## src/lfs_pkg.sv

```systemverilog
/*
 * Constants for the laser status and fault sequencer: input bit
 * positions, fault codes, times and the cycle counts derived from them.
 * Assumes a 200 MHz system clock from the laser's internal supply.
 */
// Behaviour
// Mirrored outputs closed exactly when condition true
// Ready lamp needs guard and coolant good
// Ready enables tickle, lasing waits five seconds
// Shutter request opens shutter; pulses then lase
// Guard fault keeps shutter dark, no RF; the duty code still blinks the shutter lamp with guard open
// Guard open: fault, shutter shut, stop lasing
// Guard fault unlatched; restore repeats warm-up
// Pulses ignored until shutter open, after withdrawal
// Tickle continues during shutter transitions
// Coded faults blink count, pause, repeat
// No-strike flashes shutter lamp continuously
// Over-temperature latched until power cycle
// Under-voltage: one blink, ready output opens
// Over-voltage: two blinks, ready output opens
// After power cycle, ready relights, warm-up
// RF drive switch fault: three blinks
// Pulse drive fault: four blinks
// Missing module supply: five blinks, ready opens
// Pulse frequency over limit disables lasing
// Duty or width over limit: code, clamp
// Timings from counters with parameter counts
// Highest-priority fault code shown, parameter priority

package lfs_pkg;

    // ****************************************************
    // Clock and times
    // ****************************************************
    localparam int CLK_HZ = 200_000_000;
    localparam int CYC_PER_MS = CLK_HZ / 1000;
    localparam int CYC_PER_US = CLK_HZ / 1_000_000;
    localparam int WARM_MS = 5000;
    localparam int PAUSE_MS = 4000;
    localparam int BLINK_ON_MS = 250;
    localparam int BLINK_OFF_MS = 250;
    localparam int SETTLE_MS = 50;
    localparam int WIDTH_US = 600;
    localparam int FREQ_MAX_KHZ = 100;
    localparam int WARM_CYC = WARM_MS * CYC_PER_MS;
    localparam int PAUSE_CYC = PAUSE_MS * CYC_PER_MS;
    localparam int BLINK_ON_CYC = BLINK_ON_MS * CYC_PER_MS;
    localparam int BLINK_OFF_CYC = BLINK_OFF_MS * CYC_PER_MS;
    localparam int SETTLE_CYC = SETTLE_MS * CYC_PER_MS;
    localparam int WIDTH_CYC = WIDTH_US * CYC_PER_US;
    localparam int FREQ_CYC = CYC_PER_MS / FREQ_MAX_KHZ;

    // Duty limit 37.5 % as a fraction
    localparam int DUTY_NUM = 3;
    localparam int DUTY_DEN = 8;

    // ****************************************************
    // Input bit positions
    // ****************************************************
    localparam int IN_W = 11;
    localparam int IN_GUARD = 0;
    localparam int IN_SHUT_REQ = 1;
    localparam int IN_PULSE = 2;
    localparam int IN_OVER_TEMP = 3;
    localparam int IN_UNDER_V = 4;
    localparam int IN_OVER_V = 5;
    localparam int IN_RF_SW = 6;
    localparam int IN_DRV = 7;
    localparam int IN_PRECHG = 8;
    localparam int IN_NO_STRIKE = 9;
    localparam int IN_HUMID = 10;

    // ****************************************************
    // Fault codes
    // ****************************************************
    localparam int CODE_W = 3;
    localparam int N_CODED = 5;
    localparam logic [2:0] CODE_NONE = 3'h0;
    localparam logic [2:0] CODE_DUTY = 3'h3;

    typedef enum logic [1:0] {
        ST_IDLE, ST_ON, ST_OFF, ST_PAUSE
    } lfs_blink_st_t;

endpackage

```

## src/lfs_blink.sv

```systemverilog
/*
 * Lamp blinker: steady level when no code, otherwise a train of blinks
 * equal to the code, a long pause and a repeat; or endless flashing.
 * Assumes synchronous inputs and a synchronised active-low reset.
 */
`timescale 1ns/100ps

module lfs_blink #(
    parameter int unsigned ON_CYC = 32'd1,
    parameter int unsigned OFF_CYC = 32'd1,
    parameter int unsigned PAUSE_CYC = 32'd1
) (
    // Clock and reset
    input wire logic clk_i,
    input wire logic rst_n_i,
    // Lamp requests
    input wire logic steady_i,
    input wire logic cont_i,
    input wire logic [lfs_pkg::CODE_W-1:0] code_i,
    // Lamp drive
    output logic lamp_o
);
    import lfs_pkg::*;

    lfs_blink_st_t st_reg;
    lfs_blink_st_t st_next;
    logic [31:0] cnt_reg;
    logic [31:0] cnt_next;
    logic [CODE_W-1:0] left_reg;
    logic [CODE_W-1:0] left_next;
    logic lamp_reg;
    logic lamp_next;
    wire active = cont_i | (code_i != CODE_NONE);
    wire cnt_done = (cnt_reg == 32'h0);

    // Sequence of blinks, gaps and pause
    always_comb begin
        st_next = st_reg;
        cnt_next = cnt_done ? cnt_reg : cnt_reg - 32'h1;
        left_next = left_reg;
        unique case (st_reg)
            ST_IDLE: begin
                if (active) begin
                    st_next = ST_ON;
                    cnt_next = ON_CYC - 32'h1;
                    left_next = code_i;
                end
            end
            ST_ON: begin
                if (cnt_done) begin
                    st_next = ST_OFF;
                    cnt_next = OFF_CYC - 32'h1;
                    left_next = left_reg - 3'h1;
                end
            end
            ST_OFF: begin
                if (cnt_done) begin
                    // Continuous flashing never pauses
                    if (cont_i || left_reg != CODE_NONE) begin
                        st_next = ST_ON;
                        cnt_next = ON_CYC - 32'h1;
                    end else begin
                        st_next = ST_PAUSE;
                        cnt_next = PAUSE_CYC - 32'h1;
                    end
                end
            end
            ST_PAUSE: begin
                if (cnt_done) begin
                    st_next = ST_IDLE;
                end
            end
        endcase
        if (!active) begin
            st_next = ST_IDLE;
        end
        lamp_next = (st_next == ST_ON) ||
                    (st_next == ST_IDLE && steady_i);
    end

    // State registers
    always_ff @(posedge clk_i or negedge rst_n_i) begin
        if (!rst_n_i) begin
            st_reg <= ST_IDLE;
            cnt_reg <= 32'h0;
            left_reg <= 3'h0;
            lamp_reg <= 1'b0;
        end else begin
            st_reg <= st_next;
            cnt_reg <= cnt_next;
            left_reg <= left_next;
            lamp_reg <= lamp_next;
        end
    end

    assign lamp_o = lamp_reg;
endmodule

```

## src/lfs_top.sv

```systemverilog
/*
 * Status and fault sequencer of an RF-excited gas laser: guard loop,
 * coolant check, warm-up, shutter, pulse gating, lamps, mirrored
 * outputs and latched fault codes. Assumes all inputs are pins from
 * isolated receivers and that a DC power cycle asserts RST_N_I.
 */
`timescale 1ns/100ps

module lfs_top #(
    parameter int unsigned WARM_CYC = lfs_pkg::WARM_CYC,
    parameter int unsigned PAUSE_CYC = lfs_pkg::PAUSE_CYC,
    parameter int unsigned BLINK_ON_CYC = lfs_pkg::BLINK_ON_CYC,
    parameter int unsigned BLINK_OFF_CYC = lfs_pkg::BLINK_OFF_CYC,
    parameter int unsigned SETTLE_CYC = lfs_pkg::SETTLE_CYC,
    parameter int unsigned WIDTH_CYC = lfs_pkg::WIDTH_CYC,
    parameter int unsigned FREQ_CYC = lfs_pkg::FREQ_CYC,
    parameter bit PRIO_HIGH_FIRST = 1'b0
) (
    // Clock and reset
    input wire logic CLK_I,
    input wire logic RST_N_I,
    // User and sense inputs
    input wire logic GUARD_LOOP_I,
    input wire logic SHUTTER_REQ_I,
    input wire logic PULSE_CMD_I,
    input wire logic OVER_TEMP_I,
    input wire logic UNDER_VOLT_I,
    input wire logic OVER_VOLT_I,
    input wire logic RF_SWITCH_FAIL_I,
    input wire logic PULSE_DRIVE_FAIL_I,
    input wire logic PRECHARGE_FAIL_I,
    input wire logic NO_STRIKE_I,
    input wire logic HUMIDITY_I,
    // Lamps
    output logic READY_LAMP_O,
    output logic GUARD_LAMP_O,
    output logic COOLANT_HEAT_LAMP_O,
    output logic SHUTTER_LAMP_O,
    output logic EMISSION_LAMP_O,
    // Internal drive
    output logic SHUTTER_DRIVE_O,
    output logic TICKLE_EN_O,
    output logic RF_PULSE_O,
    // Mirrored isolated outputs, 1 = closed
    output logic READY_OUT_O,
    output logic FAULT_OUT_O,
    output logic SHUTTER_OUT_O,
    output logic LASE_OUT_O,
    output logic INTERLOCK_OUT_O
);
    import lfs_pkg::*;

    // ****************************************************
    // Parameter checks
    // ****************************************************
    if (WARM_CYC < 1 || PAUSE_CYC < 1 || BLINK_ON_CYC < 1 ||
        BLINK_OFF_CYC < 1 || SETTLE_CYC < 1 || WIDTH_CYC < 1 ||
        FREQ_CYC < 2) begin : g_bad_param
        $error("lfs_top: counts must be positive");
    end

    // Picks the blink count of the winning coded fault
    function automatic logic [CODE_W-1:0] pick_code(
        input logic [N_CODED-1:0] f,
        input logic high_first
    );
        logic [CODE_W-1:0] c;
        c = CODE_NONE;
        for (int i = 0; i < N_CODED; i++) begin
            if (f[i] && (high_first || c == CODE_NONE)) begin
                c = CODE_W'(i + 1);
            end
        end
        return c;
    endfunction

    // ****************************************************
    // Reset release and input synchronisers
    // ****************************************************
    logic rst_meta_reg;
    logic rst_sync_reg;
    logic [IN_W-1:0] in_meta_reg;
    logic [IN_W-1:0] in_reg;
    wire rst_n = rst_sync_reg;
    wire [IN_W-1:0] pins = {HUMIDITY_I, NO_STRIKE_I, PRECHARGE_FAIL_I,
        PULSE_DRIVE_FAIL_I, RF_SWITCH_FAIL_I, OVER_VOLT_I, UNDER_VOLT_I,
        OVER_TEMP_I, PULSE_CMD_I, SHUTTER_REQ_I, GUARD_LOOP_I};

    // Reset leaves through two flops
    always_ff @(posedge CLK_I or negedge RST_N_I) begin
        if (!RST_N_I) begin
            rst_meta_reg <= 1'b0;
            rst_sync_reg <= 1'b0;
        end else begin
            rst_meta_reg <= 1'b1;
            rst_sync_reg <= rst_meta_reg;
        end
    end

    // Two flops on every pin
    always_ff @(posedge CLK_I or negedge rst_n) begin
        if (!rst_n) begin
            in_meta_reg <= 11'h000;
            in_reg <= 11'h000;
        end else begin
            in_meta_reg <= pins;
            in_reg <= in_meta_reg;
        end
    end

    // Named synchronised inputs
    wire guard_s = in_reg[IN_GUARD];
    wire shut_req_s = in_reg[IN_SHUT_REQ];
    wire pulse_s = in_reg[IN_PULSE];
    wire humid_s = in_reg[IN_HUMID];
    wire no_strike_s = in_reg[IN_NO_STRIKE];
    wire [N_CODED-1:0] coded_in = in_reg[IN_PRECHG:IN_UNDER_V];

    // ****************************************************
    // Latched faults, cleared only by power cycle
    // ****************************************************
    logic [N_CODED-1:0] coded_reg;
    logic over_temp_reg;
    wire volt_flt = coded_reg[0] | coded_reg[1] | coded_reg[4];

    // Sticky fault flags
    always_ff @(posedge CLK_I or negedge rst_n) begin
        if (!rst_n) begin
            coded_reg <= 5'h00;
            over_temp_reg <= 1'b0;
        end else begin
            coded_reg <= coded_reg | coded_in; // see R16 see R17
            over_temp_reg <= over_temp_reg | in_reg[IN_OVER_TEMP];
        end
    end

    // Ready needs guard, coolant and no coded fault
    wire ready_cond = guard_s & ~over_temp_reg & (coded_reg == 5'h00);

    // ****************************************************
    // Warm-up and shutter timers
    // ****************************************************
    logic [31:0] warm_cnt_reg;
    logic warm_done_reg;
    logic [31:0] shut_cnt_reg;
    logic shut_full_reg;
    wire shut_cmd = ready_cond & shut_req_s;

    // Warm-up restarts whenever ready drops
    always_ff @(posedge CLK_I or negedge rst_n) begin
        if (!rst_n) begin
            warm_cnt_reg <= 32'h0;
            warm_done_reg <= 1'b0;
        end else if (!ready_cond) begin
            warm_cnt_reg <= 32'h0;
            warm_done_reg <= 1'b0;
        end else if (!warm_done_reg) begin
            warm_done_reg <= (warm_cnt_reg == WARM_CYC - 32'h1);
            warm_cnt_reg <= warm_cnt_reg + 32'h1;
        end
    end

    // Shutter settle time after each open command
    always_ff @(posedge CLK_I or negedge rst_n) begin
        if (!rst_n) begin
            shut_cnt_reg <= 32'h0;
            shut_full_reg <= 1'b0;
        end else if (!shut_cmd) begin
            shut_cnt_reg <= 32'h0;
            shut_full_reg <= 1'b0;
        end else if (!shut_full_reg) begin
            shut_full_reg <= (shut_cnt_reg == SETTLE_CYC - 32'h1);
            shut_cnt_reg <= shut_cnt_reg + 32'h1;
        end
    end

    // ****************************************************
    // Pulse command measurement
    // ****************************************************
    logic pulse_d_reg;
    logic [31:0] per_cnt_reg;
    logic [31:0] hi_cnt_reg;
    logic [31:0] period_reg;
    logic freq_flt_reg;
    logic dw_flt_reg;
    wire rise = pulse_s & ~pulse_d_reg;
    wire [63:0] hi_scaled = 64'(hi_cnt_reg) * 64'(DUTY_DEN);
    wire [63:0] per_scaled = 64'(per_cnt_reg) * 64'(DUTY_NUM);
    wire duty_over = hi_scaled > per_scaled;
    wire width_over = hi_cnt_reg > WIDTH_CYC;
    wire [31:0] duty_lim =
        32'((64'(period_reg) * 64'(DUTY_NUM)) / 64'(DUTY_DEN));
    wire [31:0] hi_lim = (duty_lim < WIDTH_CYC) ? duty_lim : WIDTH_CYC;

    // Period and high-time counters, saturating
    always_ff @(posedge CLK_I or negedge rst_n) begin
        if (!rst_n) begin
            pulse_d_reg <= 1'b0;
            per_cnt_reg <= 32'h0;
            hi_cnt_reg <= 32'h0;
            period_reg <= 32'h0;
        end else begin
            pulse_d_reg <= pulse_s;
            if (rise) begin
                period_reg <= per_cnt_reg;
                per_cnt_reg <= 32'h1;
                hi_cnt_reg <= 32'h1;
            end else begin
                if (per_cnt_reg != 32'hFFFFFFFF) begin
                    per_cnt_reg <= per_cnt_reg + 32'h1;
                end
                if (pulse_s && hi_cnt_reg != 32'hFFFFFFFF) begin
                    hi_cnt_reg <= hi_cnt_reg + 32'h1;
                end
            end
        end
    end

    // Limit conditions; recover as soon as the command is back in range
    always_ff @(posedge CLK_I or negedge rst_n) begin
        if (!rst_n) begin
            freq_flt_reg <= 1'b0;
            dw_flt_reg <= 1'b0;
        end else begin
            if (rise) begin
                freq_flt_reg <= (per_cnt_reg < FREQ_CYC);
                dw_flt_reg <= duty_over | width_over;
            end else begin
                if (per_cnt_reg >= FREQ_CYC) begin
                    freq_flt_reg <= 1'b0;
                end
                if (pulse_s && width_over) begin
                    dw_flt_reg <= 1'b1;
                end
            end
        end
    end

    // ****************************************************
    // Lasing gate and registered outputs
    // ****************************************************
    // All conditions for emission
    wire lase_en = ready_cond & warm_done_reg & shut_full_reg &
                   shut_req_s & ~freq_flt_reg & ~humid_s;
    // Pulse clamped to duty and width limits
    wire clamp_ok = rise | (hi_cnt_reg < hi_lim);
    wire rf_next = lase_en & pulse_s & clamp_ok;

    logic shut_drive_reg;
    logic tickle_reg;
    logic rf_reg;
    logic ready_out_reg;
    logic fault_out_reg;
    logic intl_out_reg;

    // Drive and mirror outputs
    always_ff @(posedge CLK_I or negedge rst_n) begin
        if (!rst_n) begin
            shut_drive_reg <= 1'b0;
            tickle_reg <= 1'b0;
            rf_reg <= 1'b0;
            ready_out_reg <= 1'b0;
            fault_out_reg <= 1'b0;
            intl_out_reg <= 1'b0;
        end else begin
            shut_drive_reg <= shut_cmd; // see R04 see R05
            tickle_reg <= ready_cond; // see R03
            rf_reg <= rf_next;
            ready_out_reg <= guard_s & ~over_temp_reg & ~volt_flt;
            fault_out_reg <= over_temp_reg | dw_flt_reg;
            intl_out_reg <= ~guard_s;
        end
    end

    assign SHUTTER_DRIVE_O = shut_drive_reg;
    assign TICKLE_EN_O = tickle_reg;
    assign RF_PULSE_O = rf_reg;
    assign EMISSION_LAMP_O = rf_reg;
    assign LASE_OUT_O = rf_reg;
    assign SHUTTER_OUT_O = shut_drive_reg;
    assign READY_OUT_O = ready_out_reg;
    assign FAULT_OUT_O = fault_out_reg;
    assign INTERLOCK_OUT_O = intl_out_reg;
    assign GUARD_LAMP_O = ~intl_out_reg;
    assign COOLANT_HEAT_LAMP_O = ~fault_out_reg | ~over_temp_reg;

    // ****************************************************
    // Blinking lamps
    // ****************************************************
    // Ready lamp shows the winning coded fault
    lfs_blink #(
        .ON_CYC(BLINK_ON_CYC),
        .OFF_CYC(BLINK_OFF_CYC),
        .PAUSE_CYC(PAUSE_CYC)
    ) u_ready_blink (
        .clk_i(CLK_I),
        .rst_n_i(rst_n),
        .steady_i(ready_cond),
        .cont_i(1'b0),
        .code_i(pick_code(coded_reg, PRIO_HIGH_FIRST)),
        .lamp_o(READY_LAMP_O)
    );

    // Shutter lamp: no-strike flash, duty code
    lfs_blink #(
        .ON_CYC(BLINK_ON_CYC),
        .OFF_CYC(BLINK_OFF_CYC),
        .PAUSE_CYC(PAUSE_CYC)
    ) u_shut_blink (
        .clk_i(CLK_I),
        .rst_n_i(rst_n),
        .steady_i(shut_cmd),
        .cont_i(no_strike_s & ready_cond),
        .code_i(dw_flt_reg ? CODE_DUTY : CODE_NONE),
        .lamp_o(SHUTTER_LAMP_O)
    );
endmodule
```

## config.mk

```make
export PLATFORM = sky130hd
export DESIGN_NAME = lfs_top
export DESIGN_NICKNAME = d
export VERILOG_FILES = /design/src/lfs_pkg.sv /design/src/lfs_blink.sv /design/src/lfs_top.sv
export SDC_FILE = /design/constraint.sdc
export NUM_CORES = 1
export LEC_CHECK = 0
export BUFFER_PORTS_ARGS = -buffer_cell sky130_fd_sc_hd__buf_4
export CAP_MARGIN = 15
export CORE_MARGIN = 5
export CORE_UTILIZATION = 45
export CTS_CLUSTER_DIAMETER = 60
export DETAILED_ROUTE_END_ITERATION = 8
export SYNTH_ARGS = -nofsm -noshare
export SYNTH_HDL_FRONTEND = slang
export SYNTH_SLANG_ARGS = --single-unit
```

## constraint.sdc

```tcl
create_clock -name CLK_I -period 9.8 [get_ports CLK_I]
set_input_delay 1.47 -clock CLK_I [delete_from_list [all_inputs] [get_ports CLK_I]]
set_output_delay 1.47 -clock CLK_I [all_outputs]
set_load 0.03 [all_outputs]
```

==> results, run 1 <==
- Counting the buffers created by CTS gives 36.
- The synthesized design spends more area on one cell type than any other, namely sky130_fd_sc_hd__dfrtp_1.
- The final design utilization is 0.509.
- The most common cell in the netlist is sky130_fd_sc_hd__dfrtp_1.
- The layout net count is between 2,000 and 2,500.
- The worst hold path endpoint is in_reg[2]$_DFF_PN0_.
- The total chip power is approximately 3.0 mW.
- Once the clock tree was built, the resizer swapped 0 gates to a different size.
- The net switching power figure is around 0.84 mW.
- The count of port buffers added during placement is 25.
- The distinct cell type count after synthesis is 85.
- The clock net in this run drives a total of approximately 280 sinks.
- With fillers left out, the area of the finished cells amounts to 19,700 um2.
- The maximum vdd drop is 119 uV.
- The required time of the critical path is between 10 and 15 ns.
- Dividing the final minimum period by the clock period gives 0.554.
- Of the cells placed in the final design, the portion with a size suffix greater than 1 is 0.0627.
- TritonCTS built the clock tree.
- The number of antenna violations at the first check in global routing is 0.
- The nature of the critical path startpoint is a register.
- Across all hold checks on the routed design, the worst slack comes to approximately 0.34 ns.
- 0 antenna diodes ended up in the layout.
- The clock insertion delay at the later pin of the skew report is between 0.5 and 0.6 ns.
- The estimated wirelength of the detail-placed design is roughly 30 mm.
- The average wire per standard cell is ~16 um.
- The horizontal extent of the die is between 200 and 250 um.
- The tightest min-delay check is of the register to register type.
- The share of total power in the clock network is 0.437.
- The number of DRC violations after detailed routing is 0.
- Setup repair after global routing left no endpoint under its margin.
- The number of endpoints with negative hold slack in the final report is 0.
- The first detailed-routing pass took 5 iterations.
- The launching instance or port of the critical path is period_reg[8]$_DFFE_PN0P_.
- In this run the most critical hold path is launched from in_meta_reg[2]$_DFF_PN0_.
- The number of buffers added to fix hold violations after cts is 0.
- By area the synthesized netlist is led by sky130_fd_sc_hd__dfrtp_1 39%, sky130_fd_sc_hd__ha_1 11%, sky130_fd_sc_hd__xor2_1 5.4%, sky130_fd_sc_hd__xnor2_1 4.8%, sky130_fd_sc_hd__nor2_1 4.7%.
- For this run the aggregate overflow at the end of global routing stands at 0.
- Counting instances in the post-synthesis netlist gives the leading cell types as 277 x sky130_fd_sc_hd__dfrtp_1, 221 x sky130_fd_sc_hd__nor2_1, 205 x sky130_fd_sc_hd__nand2_1.
- The run finished with clean final reports.
- The startpoint identified for the worst register-to-register timing path is period_reg[8]$_DFFE_PN0P_.
- Of all nets on the critical path, the largest fanout is 10.
- After floorplanning, the core was divided into 72 placement rows.
- Setup violations remaining at the end of the flow were counted as 0.
- After clock tree synthesis, the setup repair step added 0 buffers.
- The CTS root buffer is sky130_fd_sc_hd__clkbuf_16.
- Of all flip-flops after synthesis, the portion carrying an async set or reset was 1.00.
- The per-cell via count in the routed design is between 5 and 6.
- Static timing analysis puts the maximum clock frequency at approximately 180 MHz.
- For this run, the register share of the synthesized area comes to 0.390.
- The total number of vias is 14,124.
- The main flop type after synthesis is sky130_fd_sc_hd__dfrtp_1.
- The worst setup path is captured at a register.
- The number of maximum-capacitance violations is 0.
- The worst setup path is of the register to register kind.
- Along the worst hold path, the cell count comes to 0.
- In this run the number of H-tree levels came out at 2.
- After technology mapping, the gate count stands at 1,988.
- The share of total power dissipated in combinational logic is 0.136.
- After the first detailed-routing iteration, the DRC count stood at a little over 800.
- The placer's final routability congestion estimate is between 0.9 and 1.
- The worst-margin pin slew is ~1.1 ns.
- The register bit total from synthesis is approximately 280.
- The share of the synthesized area in the top cell type is 0.390.
- The top layer used by detailed routing is met4.
- In the detailed route, the total length drawn on met3 is 1.46 mm.
- The part of the power in registers is 0.427.
- The cell depth of the worst flop-to-flop path is 20.
- A synthesized cell averages ~8.9 um2.
- The final-report max-slew violation count was 0.
- The via count of the first global-routing pass is 13,929.
- The number of primary I/O pins is 26.
- The switching share of total power is 0.277.
- The region available for standard cell placement spans between 30,000 and 40,000 um2.
- The total length of routed met2 wires is 18.7 mm.
- The starting density of the core is 0.458.
- In this run the cell area measured after placement is 18,500 um2.
- The worst reg2reg path endpoint is EMISSION_LAMP_O$_DFF_PN0_.
- Between clock sinks in the finished design, the worst skew comes to about 0.017 ns.
- Cell internal power was estimated by the tool at 2.19 mW.
- The total power per unit cell area is between 150 and 200 nW/um2.
- The post-route setup TNS is 0 ns.
- The summed instance area of the synthesized netlist is about 18,000 um2.
- The worst setup slack for register-to-register paths is 4.37 ns.
- The layout has roughly 3,700 filler cells.
- The clock edge transition at the registers on the reported setup and hold paths is roughly 0.06 ns.
- The number of enable flip-flop cells after synthesis is 0.
- The critical path arrival is ~5.9 ns.
- Once detail routing completed, the nets flagged for antenna violations numbered 0.
- The smallest clock period supported by the final layout is computed as between 5 and 6 ns.
- The leakage power is about 8.7 nW.
- Measured against its own limit, the worst slew margin works out to 0.289.
- The die is ~210 um tall.
- The wire length the detailed router placed on met1 is roughly 20 mm.
- Relative to the synthesized area, the layout overhead comes to 11.1%.
- The area enclosed by the die boundary is about 44,000 um2.
- The detailed-route wire length is approximately 42 mm.
- The clock passes through at most 3 buffers.
- Yosys printed 0 warnings.
- The first global-routing pass estimated 70.4 mm of wire.
- Entering global routing, the biggest net connects 76 pins.
- In the global route stage, overall resource usage came out at 0.191.
[cell type report]
type                    count  area (um2)  share of cell area
repair buffers             35         288              0.0146
inverters                  80         300              0.0152
clock buffers              47        1010              0.0513
clock inverters            16         180             0.00912
flip-flops and latches    277        6940               0.351
well taps                 518         648              0.0328
multi-input cells        1588       10400               0.526
[worst max-delay path, cell delays in order (launching register included)]
cell                        delay [ns]
sky130_fd_sc_hd__dfrtp_1          0.40
sky130_fd_sc_hd__ha_1             0.35
sky130_fd_sc_hd__and2_4           0.19
sky130_fd_sc_hd__a22oi_1          0.21
sky130_fd_sc_hd__nand2_1          0.15
sky130_fd_sc_hd__o31ai_4          0.43
sky130_fd_sc_hd__o22a_1           0.24
sky130_fd_sc_hd__or4b_4           0.47
sky130_fd_sc_hd__a2111oi_4        0.33
sky130_fd_sc_hd__o311ai_2         0.24
sky130_fd_sc_hd__nor3_1           0.29
sky130_fd_sc_hd__buf_4            0.22
sky130_fd_sc_hd__nand2_1          0.06
sky130_fd_sc_hd__ha_1             0.29
sky130_fd_sc_hd__a21o_1           0.18
sky130_fd_sc_hd__a21o_1           0.16
sky130_fd_sc_hd__a21oi_1          0.19
sky130_fd_sc_hd__a2111oi_0        0.17
sky130_fd_sc_hd__a2111oi_0        0.37
sky130_fd_sc_hd__o21ai_0          0.19
sky130_fd_sc_hd__a41oi_2          0.17
[routing by layer]
layer  track usage  vias up
met5             0        -
met4        0.0594        0
met3        0.0268       65
met2         0.305      220
met1         0.271     6736
li1              -     7103
[power groups by stage]
stage / Clock [mW] / Sequential, mW / Combinational, mW
2_1_floorplan: 0 / 1.30 / 0.300
3_3_place_gp: 0 / 1.31 / 0.407
3_5_place_dp: 0 / 1.31 / 0.417
4_1_cts: 1.37 / 1.29 / 0.420
5_1_grt: 1.42 / 1.30 / 0.475
6_report: 1.32 / 1.29 / 0.413
[metrics by stage]
stage	setup slack, ns	std cells
6_report	4.37	2561
3_5_place_dp	4.46	2496
4_1_cts	4.40	2559
5_1_grt	3.82	2561
2_1_floorplan	1.51	2002
3_3_place_gp	4.53	2496
[cell families (layout without fill, tap and decap cells)]
group | after synthesis | after routing | share of synthesized area
flops | 277 | 277 | 0.390
simple gates | 823 | 823 | 0.227
compound gates | 380 | 380 | 0.136
fa+ha+maj | 159 | 159 | 0.112
other cells | 1 | 15 | 0.000211
xor+xnor | 207 | 207 | 0.102
buf+inv | 137 | 178 | 0.0298
mux | 4 | 4 | 0.00232
[how the worst max path moves through the flow]
stage	to	cells after the start
after CTS	EMISSION_LAMP_O$_DFF_PN0_	20
after global routing	EMISSION_LAMP_O$_DFF_PN0_	21
after floorplan	EMISSION_LAMP_O$_DFF_PN0_	0
final	EMISSION_LAMP_O$_DFF_PN0_	20
after global placement	EMISSION_LAMP_O$_DFF_PN0_	21
after detailed placement	EMISSION_LAMP_O$_DFF_PN0_	20
[cell usage in the layout, fill, tap and decap left out, types with 77 or more instances in the layout]
cell,Yosys,final
sky130_fd_sc_hd__dfrtp_1,277,276
sky130_fd_sc_hd__nor2_1,221,221
sky130_fd_sc_hd__nand2_1,205,205
sky130_fd_sc_hd__ha_1,158,158
sky130_fd_sc_hd__a21oi_1,111,111
sky130_fd_sc_hd__xor2_1,109,109
sky130_fd_sc_hd__xnor2_1,98,98
sky130_fd_sc_hd__o21ai_0,94,94
sky130_fd_sc_hd__nand3_1,82,82
sky130_fd_sc_hd__inv_1,77,77
Power figures use the tool's default switching activity.
==> run 2, diff against run 1 <==
Clock period 9.8 ns to 5.2 ns, I/O delays scaled along.
==> run 2 against run 1 <==
Against the previous run: sequential power rose by 88%; core utilization rose by 1.7 points; combinational power rose by 100%; die area did not move; critical path depth did not move; critical path type unchanged; largest power group unchanged.
==> results, run 2 (same netlist as run 1, synthesis figures left out) <==
- The worst-margin pin slew is 1.02 ns (was 1.06 ns).
- The number of core rows is 72 (unchanged).
- The CTS root buffer was sky130_fd_sc_hd__clkbuf_16 (unchanged).
- The core region area was 38,800 um2 (unchanged).
- The per-cell via count in the routed design is 5.50 (was 5.52).
- The final antenna diode count was 0 (unchanged).
- The met3 layer usage reported by global route is 0.0340 (was 0.0268).
- The antenna violation net count after detailed routing is 0 (unchanged).
- Top library cells by usage in the layout, fill and taps aside: 276 x sky130_fd_sc_hd__dfrtp_1, 221 x sky130_fd_sc_hd__nor2_1, 205 x sky130_fd_sc_hd__nand2_1, 156 x sky130_fd_sc_hd__ha_1, 109 x sky130_fd_sc_hd__a21oi_1 (was 276 x sky130_fd_sc_hd__dfrtp_1, 221 x sky130_fd_sc_hd__nor2_1, 205 x sky130_fd_sc_hd__nand2_1, 158 x sky130_fd_sc_hd__ha_1, 111 x sky130_fd_sc_hd__a21oi_1).
- The final clock skew was 0.0198 ns (was 0.0171 ns).
- The most utilized layer in the global route result is met2 (unchanged).
- The area enclosed by the die boundary is 43,600 um2 (unchanged).
- The maximum number of buffers from clock root to sink is 3 (unchanged).
- The average wire per standard cell was 15.9 um (was 16.2 um).
- The horizontal extent of the die is 209 um (unchanged).
- The most common cell after layout, fill and taps aside is sky130_fd_sc_hd__dfrtp_1 (unchanged).
- The total power per unit cell area came to 298 nW/um2 (was 153 nW/um2).
- The H-tree depth came to 2 (unchanged).
- The longest individual stage delay on the worst path is 0.64 ns (was 0.47 ns).
- The number of buffers and inverters on the critical path is 3 (was 1).
- The starting density of the core is 0.458 (unchanged).
- The maximum number of pins on one net before global-route repair is 138 (was 76).
- The area growth from synthesis to layout is 14.8% (was 11.1%).
- The maximum operating frequency is 204 MHz (was 184 MHz).
- The final setup slack of the worst path is 0.306 ns (was 4.37 ns).
- The first-pass iteration count of the detailed router came to 5 (unchanged).
- Ordered list of cells on the worst path: ha_1 -> a211oi_2 -> buf_4 -> o21a_1 -> o211ai_1 -> a2111o_1 -> or4b_4 -> a211oi_2 -> buf_4 -> nor4_2 -> o311ai_1 -> a21oi_1 -> xnor2_1 -> ha_1 -> nand4b_1 -> nor2_1 -> or4b_2 -> o41ai_2 -> buf_4 -> o21ai_0 (was ha_1 -> and2_4 -> a22oi_1 -> nand2_1 -> o31ai_4 -> o22a_1 -> or4b_4 -> a2111oi_4 -> o311ai_2 -> nor3_1 -> buf_4 -> nand2_1 -> ha_1 -> a21o_1 -> a21o_1 -> a21oi_1 -> a2111oi_0 -> a2111oi_0 -> o21ai_0 -> a41oi_2).
- The leakage power is 9.01 nW (was 8.67 nW).
- The count of fill cells added during filler insertion is 3,626 (was 3,653).
- The peak fanout along the critical path came to 3 (was 10).
- The placer's final routability congestion estimate was 0.859 (was 0.911).
- The CTS tree is built (unchanged).
- The final-report max-slew violation count is 0 (unchanged).
- The number of maximum-capacitance violations came to 0 (unchanged).
- The nature of the critical path startpoint is a register (unchanged).
- The clock buffer count from CTS was 38 (was 36).
- The global-route congestion overflow total is 0 (unchanged).
- The clock sink total was 277 (unchanged).
- The total number of vias is 14,414 (was 14,124).
- The setup slack at placement is 0.0864 ns (was 4.46 ns).
- The number of primary I/O pins is 26 (unchanged).
- The via count of the first global-routing pass is 14,233 (was 13,929).
- The estimated wirelength of the detail-placed design is 30.5 mm (about the same).
- The worst min-delay path class is register to asynchronous set/reset pin (was register to register).
- The share of cells above drive strength 1 came to 0.0971 (was 0.0627).
- The worst setup slack for register-to-register paths came to 0.31 ns (was 4.37 ns).
- The number of antenna violations at the first check in global routing was 0 (unchanged).
- The most common cell type on the critical path is sky130_fd_sc_hd__buf_4.
- The maximum vdd drop is 219 uV (was 119 uV).
- The number of endpoints with negative hold slack in the final report is 0 (unchanged).
- The clock insertion delay at the later pin of the skew report is 0.55 ns (was 0.54 ns).
- The clock edge transition at the registers on the reported setup and hold paths is 0.05 ns (was 0.06 ns).
- The fraction of met2 tracks used by global routing is 0.302 (was 0.305).
- The total chip power is 6.07 mW (was 3.03 mW).
- The final critical-path required period came to 4.89 ns (was 5.43 ns).
- The met1 routing resource usage after global routing was 0.268 (was 0.271).
- The number of DRC violations after detailed routing is 0 (unchanged).
- The layout net count is 2,246 (was 2,190).
- The count of port buffers added during placement is 25 (unchanged).
- The first-pass GRT wire length is 70.4 mm (unchanged).
- The post-route fraction of the period consumed by the critical path was 0.941 (was 0.554).
- The count of final setup violators is 0 (unchanged).
- The detailed-route wire length is 41.7 mm (was 41.5 mm).
- The slowest cell on the critical path was sky130_fd_sc_hd__or4b_2 (was sky130_fd_sc_hd__or4b_4).
- The vertical die dimension is 209 um (unchanged).
- The critical path arrival came to 5.31 ns (was 5.89 ns).
- The initial detailed-routing violation count is 854 (was 816).
- The endpoint type of the worst setup path is a register (unchanged).
- The launching instance or port of the critical path was per_cnt_reg[1]$_DFFE_PN0P_ (was period_reg[8]$_DFFE_PN0P_).
- The global-route total usage across every layer is 0.190 (was 0.191).
- The type of the worst setup path is register to register (unchanged).
- The launch point of the worst reg-to-reg path is per_cnt_reg[1]$_DFFE_PN0P_ (was period_reg[8]$_DFFE_PN0P_).
- The required time of the critical path is 5.61 ns (was 10.26 ns).
- The post-route setup TNS was 0 ns (unchanged).
- The dominant delay contributor by cell family on the critical path is compound AO/OA/AOI/OAI gates (unchanged).
- The relative slew slack is 0.322 (was 0.289).
- Result of the run: complete, no violations (unchanged).
- The final design utilization is 0.526 (was 0.509).
==> run 2: cell count changes in the layout (fill, tap and decap cells not counted), sizes merged <==
cell / change
clkbuf: +6
dlygate4sd3: +1
clkinvlp: +1
clkinv: -3
dlymetal6s2s: -1
buf: +53
bufinv: +2
==> run 2: worst paths after layout <==
kind,to,cells after the start
setup / recovery,dw_flt_reg$_DFFE_PN0P_,20
hold / removal,shut_cnt_reg[27]$_DFFE_PN0P_,0
setup reg to reg,dw_flt_reg$_DFFE_PN0P_,20
hold reg to reg,shut_cnt_reg[27]$_DFFE_PN0P_,0
max in group asynchronous,per_cnt_reg[2]$_DFFE_PN0P_,1
min in group CLK_I,in_meta_reg[9]$_DFF_PN0_,1
==> run 2: repair_timing <==
action,CTS,global route
endpoints found under the hold margin,2,0
buffers inserted,0,2
setup endpoints to repair,0,2
hold buffers,1,0
gates resized for setup,0,18
==> run 2: through the flow <==
step,area (um2),instances,hold WS [ns]
final,20400,2620,0.302
after global routing,20400,2620,0.292
after CTS,20300,2617,0.292
after detailed placement,18900,2548,0.309
after global placement,18900,2548,0.315
after floorplan,17800,2002,0.331
==> run 2: final cells by class <==
class	count	area (um2)	area share
clock buffers	52	1130	0.0556
inverters	80	300	0.0147
clock inverters	16	254	0.0124
repair buffers	89	679	0.0333
multi-input cells	1588	10500	0.512
flip-flops and latches	277	6940	0.340
well taps	518	648	0.0318
==> run 2: worst register-to-register path: cells and delay by family, from the launching register on <==
family / cells / cell delay, ns
compound gates: 9 / 1.75
simple gates: 5 / 1.44
fa+ha+maj: 2 / 0.61
buf+inv: 3 / 0.45
flops: 1 / 0.40
xor+xnor: 1 / 0.13
==> run 2: where the power goes <==
group	total [mW]	switching (mW)	internal (mW)
logic	0.834	0.481	0.353
clock network	2.82	1.03	1.79
registers	2.42	0.143	2.28
==> run 2: routing by layer <==
metal,part of all wire,up-vias
met3,0.038,63
li1,-,7222
met5,0,-
met1,0.48,6910
met2,0.45,219
met4,0.026,0
==> run 3, diff against run 2 <==
Settings changed: CTS_BUF_LIST set to sky130_fd_sc_hd__clkbuf_8.
==> run 3 against run 2 <==
Against the previous run: sequential power barely moved; worst hold slack got worse by 0.072 ns; fmax fell by 0.83%; critical path depth did not move; routed wire length rose by 0.70%; global-route usage rose by 0.15 points; clock power fell by 19%.
==> results, run 3 (same netlist as run 1, synthesis figures left out) <==
- The longest individual stage delay on the worst path is 0.47 ns (was 0.64 ns).
- The clock edge transition at the registers on the reported setup and hold paths came to 0.06 ns (was 0.05 ns).
- The number of primary I/O pins came to 26 (unchanged).
- The post-route fraction of the period consumed by the critical path is 0.949 (was 0.941).
- The required time of the critical path is 5.73 ns (was 5.61 ns).
- The number of buffers and inverters on the critical path is 1 (was 3).
- The count of final setup violators is 0 (unchanged).
- The share of cells above drive strength 1 came to 0.108 (was 0.0971).
- The layout net count is 2,260 (was 2,246).
- In this run the most critical hold path is launched from PRECHARGE_FAIL_I.
- The worst min-delay path class is primary input to register (was register to asynchronous set/reset pin).
- The critical path arrival is 5.47 ns (was 5.31 ns).
- Ordered list of cells on the worst path: ha_2 -> a211oi_1 -> o21ai_2 -> a221o_1 -> a21oi_2 -> o22a_1 -> or4b_4 -> a2111oi_4 -> o311ai_2 -> nor3_2 -> buf_4 -> nand2_1 -> ha_1 -> a21o_1 -> a21o_1 -> a21oi_2 -> a2111oi_2 -> a2111oi_1 -> o21ai_1 -> a41oi_2 (was ha_1 -> a211oi_2 -> buf_4 -> o21a_1 -> o211ai_1 -> a2111o_1 -> or4b_4 -> a211oi_2 -> buf_4 -> nor4_2 -> o311ai_1 -> a21oi_1 -> xnor2_1 -> ha_1 -> nand4b_1 -> nor2_1 -> or4b_2 -> o41ai_2 -> buf_4 -> o21ai_0).
- The detailed-route wire length is 41.9 mm (was 41.7 mm).
- The number of maximum-capacitance violations is 0 (unchanged).
- The number of antenna violations at the first check in global routing was 0 (unchanged).
- The global-route total usage across every layer was 0.192 (was 0.190).
- The first-pass GRT wire length is 70.8 mm (was 70.4 mm).
- The core region area was 38,800 um2 (unchanged).
- The launch point of the worst reg-to-reg path is period_reg[18]$_DFFE_PN0P_ (was per_cnt_reg[1]$_DFFE_PN0P_).
- The number of DRC violations after detailed routing is 0 (unchanged).
- The total power per unit cell area is 274 nW/um2 (was 298 nW/um2).
- The maximum vdd drop is 199 uV (was 219 uV).
- The final non-filler cell area is 20,200 um2 (was 20,400 um2).
- The nature of the critical path startpoint is a register (unchanged).
- The starting density of the core is 0.458 (unchanged).
- The average wire per standard cell is 15.8 um (was 15.9 um).
- The final antenna diode count is 0 (unchanged).
- The count of port buffers added during placement was 25 (unchanged).
- The cell depth of the worst flop-to-flop path is 20 (unchanged).
- The via count of the first global-routing pass is 14,374 (was 14,233).
- The worst reg2reg path endpoint is EMISSION_LAMP_O$_DFF_PN0_ (was dw_flt_reg$_DFFE_PN0P_).
- The total number of vias is 14,525 (was 14,414).
- The instance area at placement came to 18,900 um2 (unchanged).
- The total chip power is 5.54 mW (was 6.07 mW).
- The first-pass iteration count of the detailed router is 5 (unchanged).
- The type of the worst setup path was register to register (unchanged).
- Top library cells by usage in the layout, fill and taps aside: 276 x sky130_fd_sc_hd__dfrtp_1, 221 x sky130_fd_sc_hd__nor2_1, 205 x sky130_fd_sc_hd__nand2_1, 156 x sky130_fd_sc_hd__ha_1, 108 x sky130_fd_sc_hd__xor2_1 (was 276 x sky130_fd_sc_hd__dfrtp_1, 221 x sky130_fd_sc_hd__nor2_1, 205 x sky130_fd_sc_hd__nand2_1, 156 x sky130_fd_sc_hd__ha_1, 109 x sky130_fd_sc_hd__a21oi_1).
- The clock buffer count from CTS is 52 (was 38).
- The maximum number of buffers from clock root to sink is 3 (unchanged).
- The vertical die dimension was 209 um (unchanged).
- Along the worst hold path, the cell count comes to 1.
- The final setup slack of the worst path is 0.265 ns (was 0.306 ns).
- The number of core rows came to 72 (unchanged).
- The final-report max-slew violation count is 0 (unchanged).
- The H-tree depth is 2 (unchanged).
- The horizontal extent of the die is 209 um (unchanged).
- The slowest cell on the critical path is sky130_fd_sc_hd__or4b_4 (was sky130_fd_sc_hd__or4b_2).
- The path with the worst hold slack has its endpoint at in_meta_reg[8]$_DFF_PN0_.
- The relative slew slack is 0.323 (was 0.322).
- The global-route congestion overflow total is 0 (unchanged).
- The final critical-path required period came to 4.93 ns (was 4.89 ns).
- The initial detailed-routing violation count is 841 (was 854).
- The peak fanout along the critical path is 7 (was 3).
- The placer's final routability congestion estimate is 0.859 (unchanged).
- Setup repair after global routing could not meet its margin everywhere.
- The worst setup slack for register-to-register paths is 0.27 ns (was 0.31 ns).
- The setup slack at placement is 0.0864 ns (unchanged).
- The clock sink total was 277 (unchanged).
- The area enclosed by the die boundary came to 43,600 um2 (unchanged).
- The area growth from synthesis to layout is 13.5% (was 14.8%).
- The leakage power is 8.94 nW (was 9.01 nW).
- The CTS tree was built (unchanged).
- The CTS root buffer was sky130_fd_sc_hd__clkbuf_8 (was sky130_fd_sc_hd__clkbuf_16).
- The number of endpoints with negative hold slack in the final report is 0 (unchanged).
- The most common cell after layout, fill and taps aside is sky130_fd_sc_hd__dfrtp_1 (unchanged).
- The antenna violation net count after detailed routing was 0 (unchanged).
- The estimated wirelength of the detail-placed design is 30.5 mm (unchanged).
- The dominant delay contributor by cell family on the critical path is compound AO/OA/AOI/OAI gates (unchanged).
- The maximum number of pins on one net before global-route repair is 138 (unchanged).
- The endpoint type of the worst setup path was a register (unchanged).
- The per-cell via count in the routed design came to 5.49 (was 5.50).
- The clock insertion delay at the later pin of the skew report is 0.66 ns (was 0.55 ns).
- The final clock skew is 0.0519 ns (was 0.0198 ns).
- The worst-margin pin slew came to 1.01 ns (was 1.02 ns).
- The maximum operating frequency is 203 MHz (was 204 MHz).
- Result of the run: complete, no violations (unchanged).
[run 3: changes by cell type in the layout (fill, tap and decap cells not counted), moves of 3 or more]
cell                         previous run  this run
sky130_fd_sc_hd__clkinvlp_4             2         7
sky130_fd_sc_hd__clkinv_2               2        11
sky130_fd_sc_hd__a21oi_1              109       106
sky130_fd_sc_hd__clkbuf_16             39         0
sky130_fd_sc_hd__clkbuf_8              11        62
sky130_fd_sc_hd__inv_6                  3         0
sky130_fd_sc_hd__a21oi_2                3         6
sky130_fd_sc_hd__inv_1                 77        88
[run 3: through the flow]
| step | TNS (ns) | hold slack, ns | instances | util |
|---|---|---|---|---|
| after detailed placement | 0 | 0.309 | 2548 | 0.487 |
| after CTS | 0 | 0.156 | 2645 | 0.516 |
| final | 0 | 0.230 | 2648 | 0.520 |
| after floorplan | 0 | 0.331 | 2002 | - |
| after global routing | -0.0485 | 0.163 | 2648 | 0.520 |
| after global placement | 0 | 0.315 | 2548 | 0.487 |
[run 3: timing repair]
item                       in CTS  in global routing
setup endpoints to repair       1                  2
pin swaps                       0                 10
setup buffers                   0                  2
hold endpoints to repair        2                  0
resized for setup               1                 26
hold buffers                    1                  0
[run 3: worst register-to-register path: stages (launching register included)]
cell and delay [ns]:
sky130_fd_sc_hd__dfrtp_1 0.40, sky130_fd_sc_hd__ha_2 0.34, sky130_fd_sc_hd__a211oi_1 0.30, sky130_fd_sc_hd__o21ai_2 0.11
sky130_fd_sc_hd__a221o_1 0.33, sky130_fd_sc_hd__a21oi_2 0.17, sky130_fd_sc_hd__o22a_1 0.17, sky130_fd_sc_hd__or4b_4 0.47
sky130_fd_sc_hd__a2111oi_4 0.39, sky130_fd_sc_hd__o311ai_2 0.18, sky130_fd_sc_hd__nor3_2 0.25, sky130_fd_sc_hd__buf_4 0.21
sky130_fd_sc_hd__nand2_1 0.06, sky130_fd_sc_hd__ha_1 0.17, sky130_fd_sc_hd__a21o_1 0.15, sky130_fd_sc_hd__a21o_1 0.18
sky130_fd_sc_hd__a21oi_2 0.17, sky130_fd_sc_hd__a2111oi_2 0.10, sky130_fd_sc_hd__a2111oi_1 0.38, sky130_fd_sc_hd__o21ai_1 0.13
sky130_fd_sc_hd__a41oi_2 0.16
[run 3: per-layer routing]
metal / vias up / share of wire / track usage
met4: 0 / 0.029 / 0.0610
li1: 7239 / - / -
met3: 71 / 0.038 / 0.0334
met2: 258 / 0.45 / 0.304
met1: 6957 / 0.48 / 0.269
met5: - / 0 / 0
[run 3: worst max path at each step]
stage | startpoint | endpoint | slack [ns] | cells past startpoint
after floorplan | period_reg[14]$_DFFE_PN0P_ | EMISSION_LAMP_O$_DFF_PN0_ | 0.38 | 21
after global placement | period_reg[18]$_DFFE_PN0P_ | EMISSION_LAMP_O$_DFF_PN0_ | 0.06 | 22
after detailed placement | period_reg[18]$_DFFE_PN0P_ | EMISSION_LAMP_O$_DFF_PN0_ | 0.09 | 20
after CTS | period_reg[18]$_DFFE_PN0P_ | EMISSION_LAMP_O$_DFF_PN0_ | 0.04 | 22
after global routing | period_reg[15]$_DFFE_PN0P_ | EMISSION_LAMP_O$_DFF_PN0_ | -0.05 | 23
final | period_reg[18]$_DFFE_PN0P_ | EMISSION_LAMP_O$_DFF_PN0_ | 0.27 | 20
[run 3: report_power, final]
part / total, mW / switching [mW] / internal [mW]
Sequential: 2.42 / 0.145 / 2.28
Combinational: 0.833 / 0.480 / 0.353
Clock: 2.28 / 1.03 / 1.25
[run 3: area by class of cell]
cell class	instances	area [um2]
clock inverters	34	267
multi-input cells	1588	10500
flip-flops and latches	277	6940
clock buffers	62	853
repair buffers	89	679
well taps	518	648
fillers	3672	18600
inverters	80	300
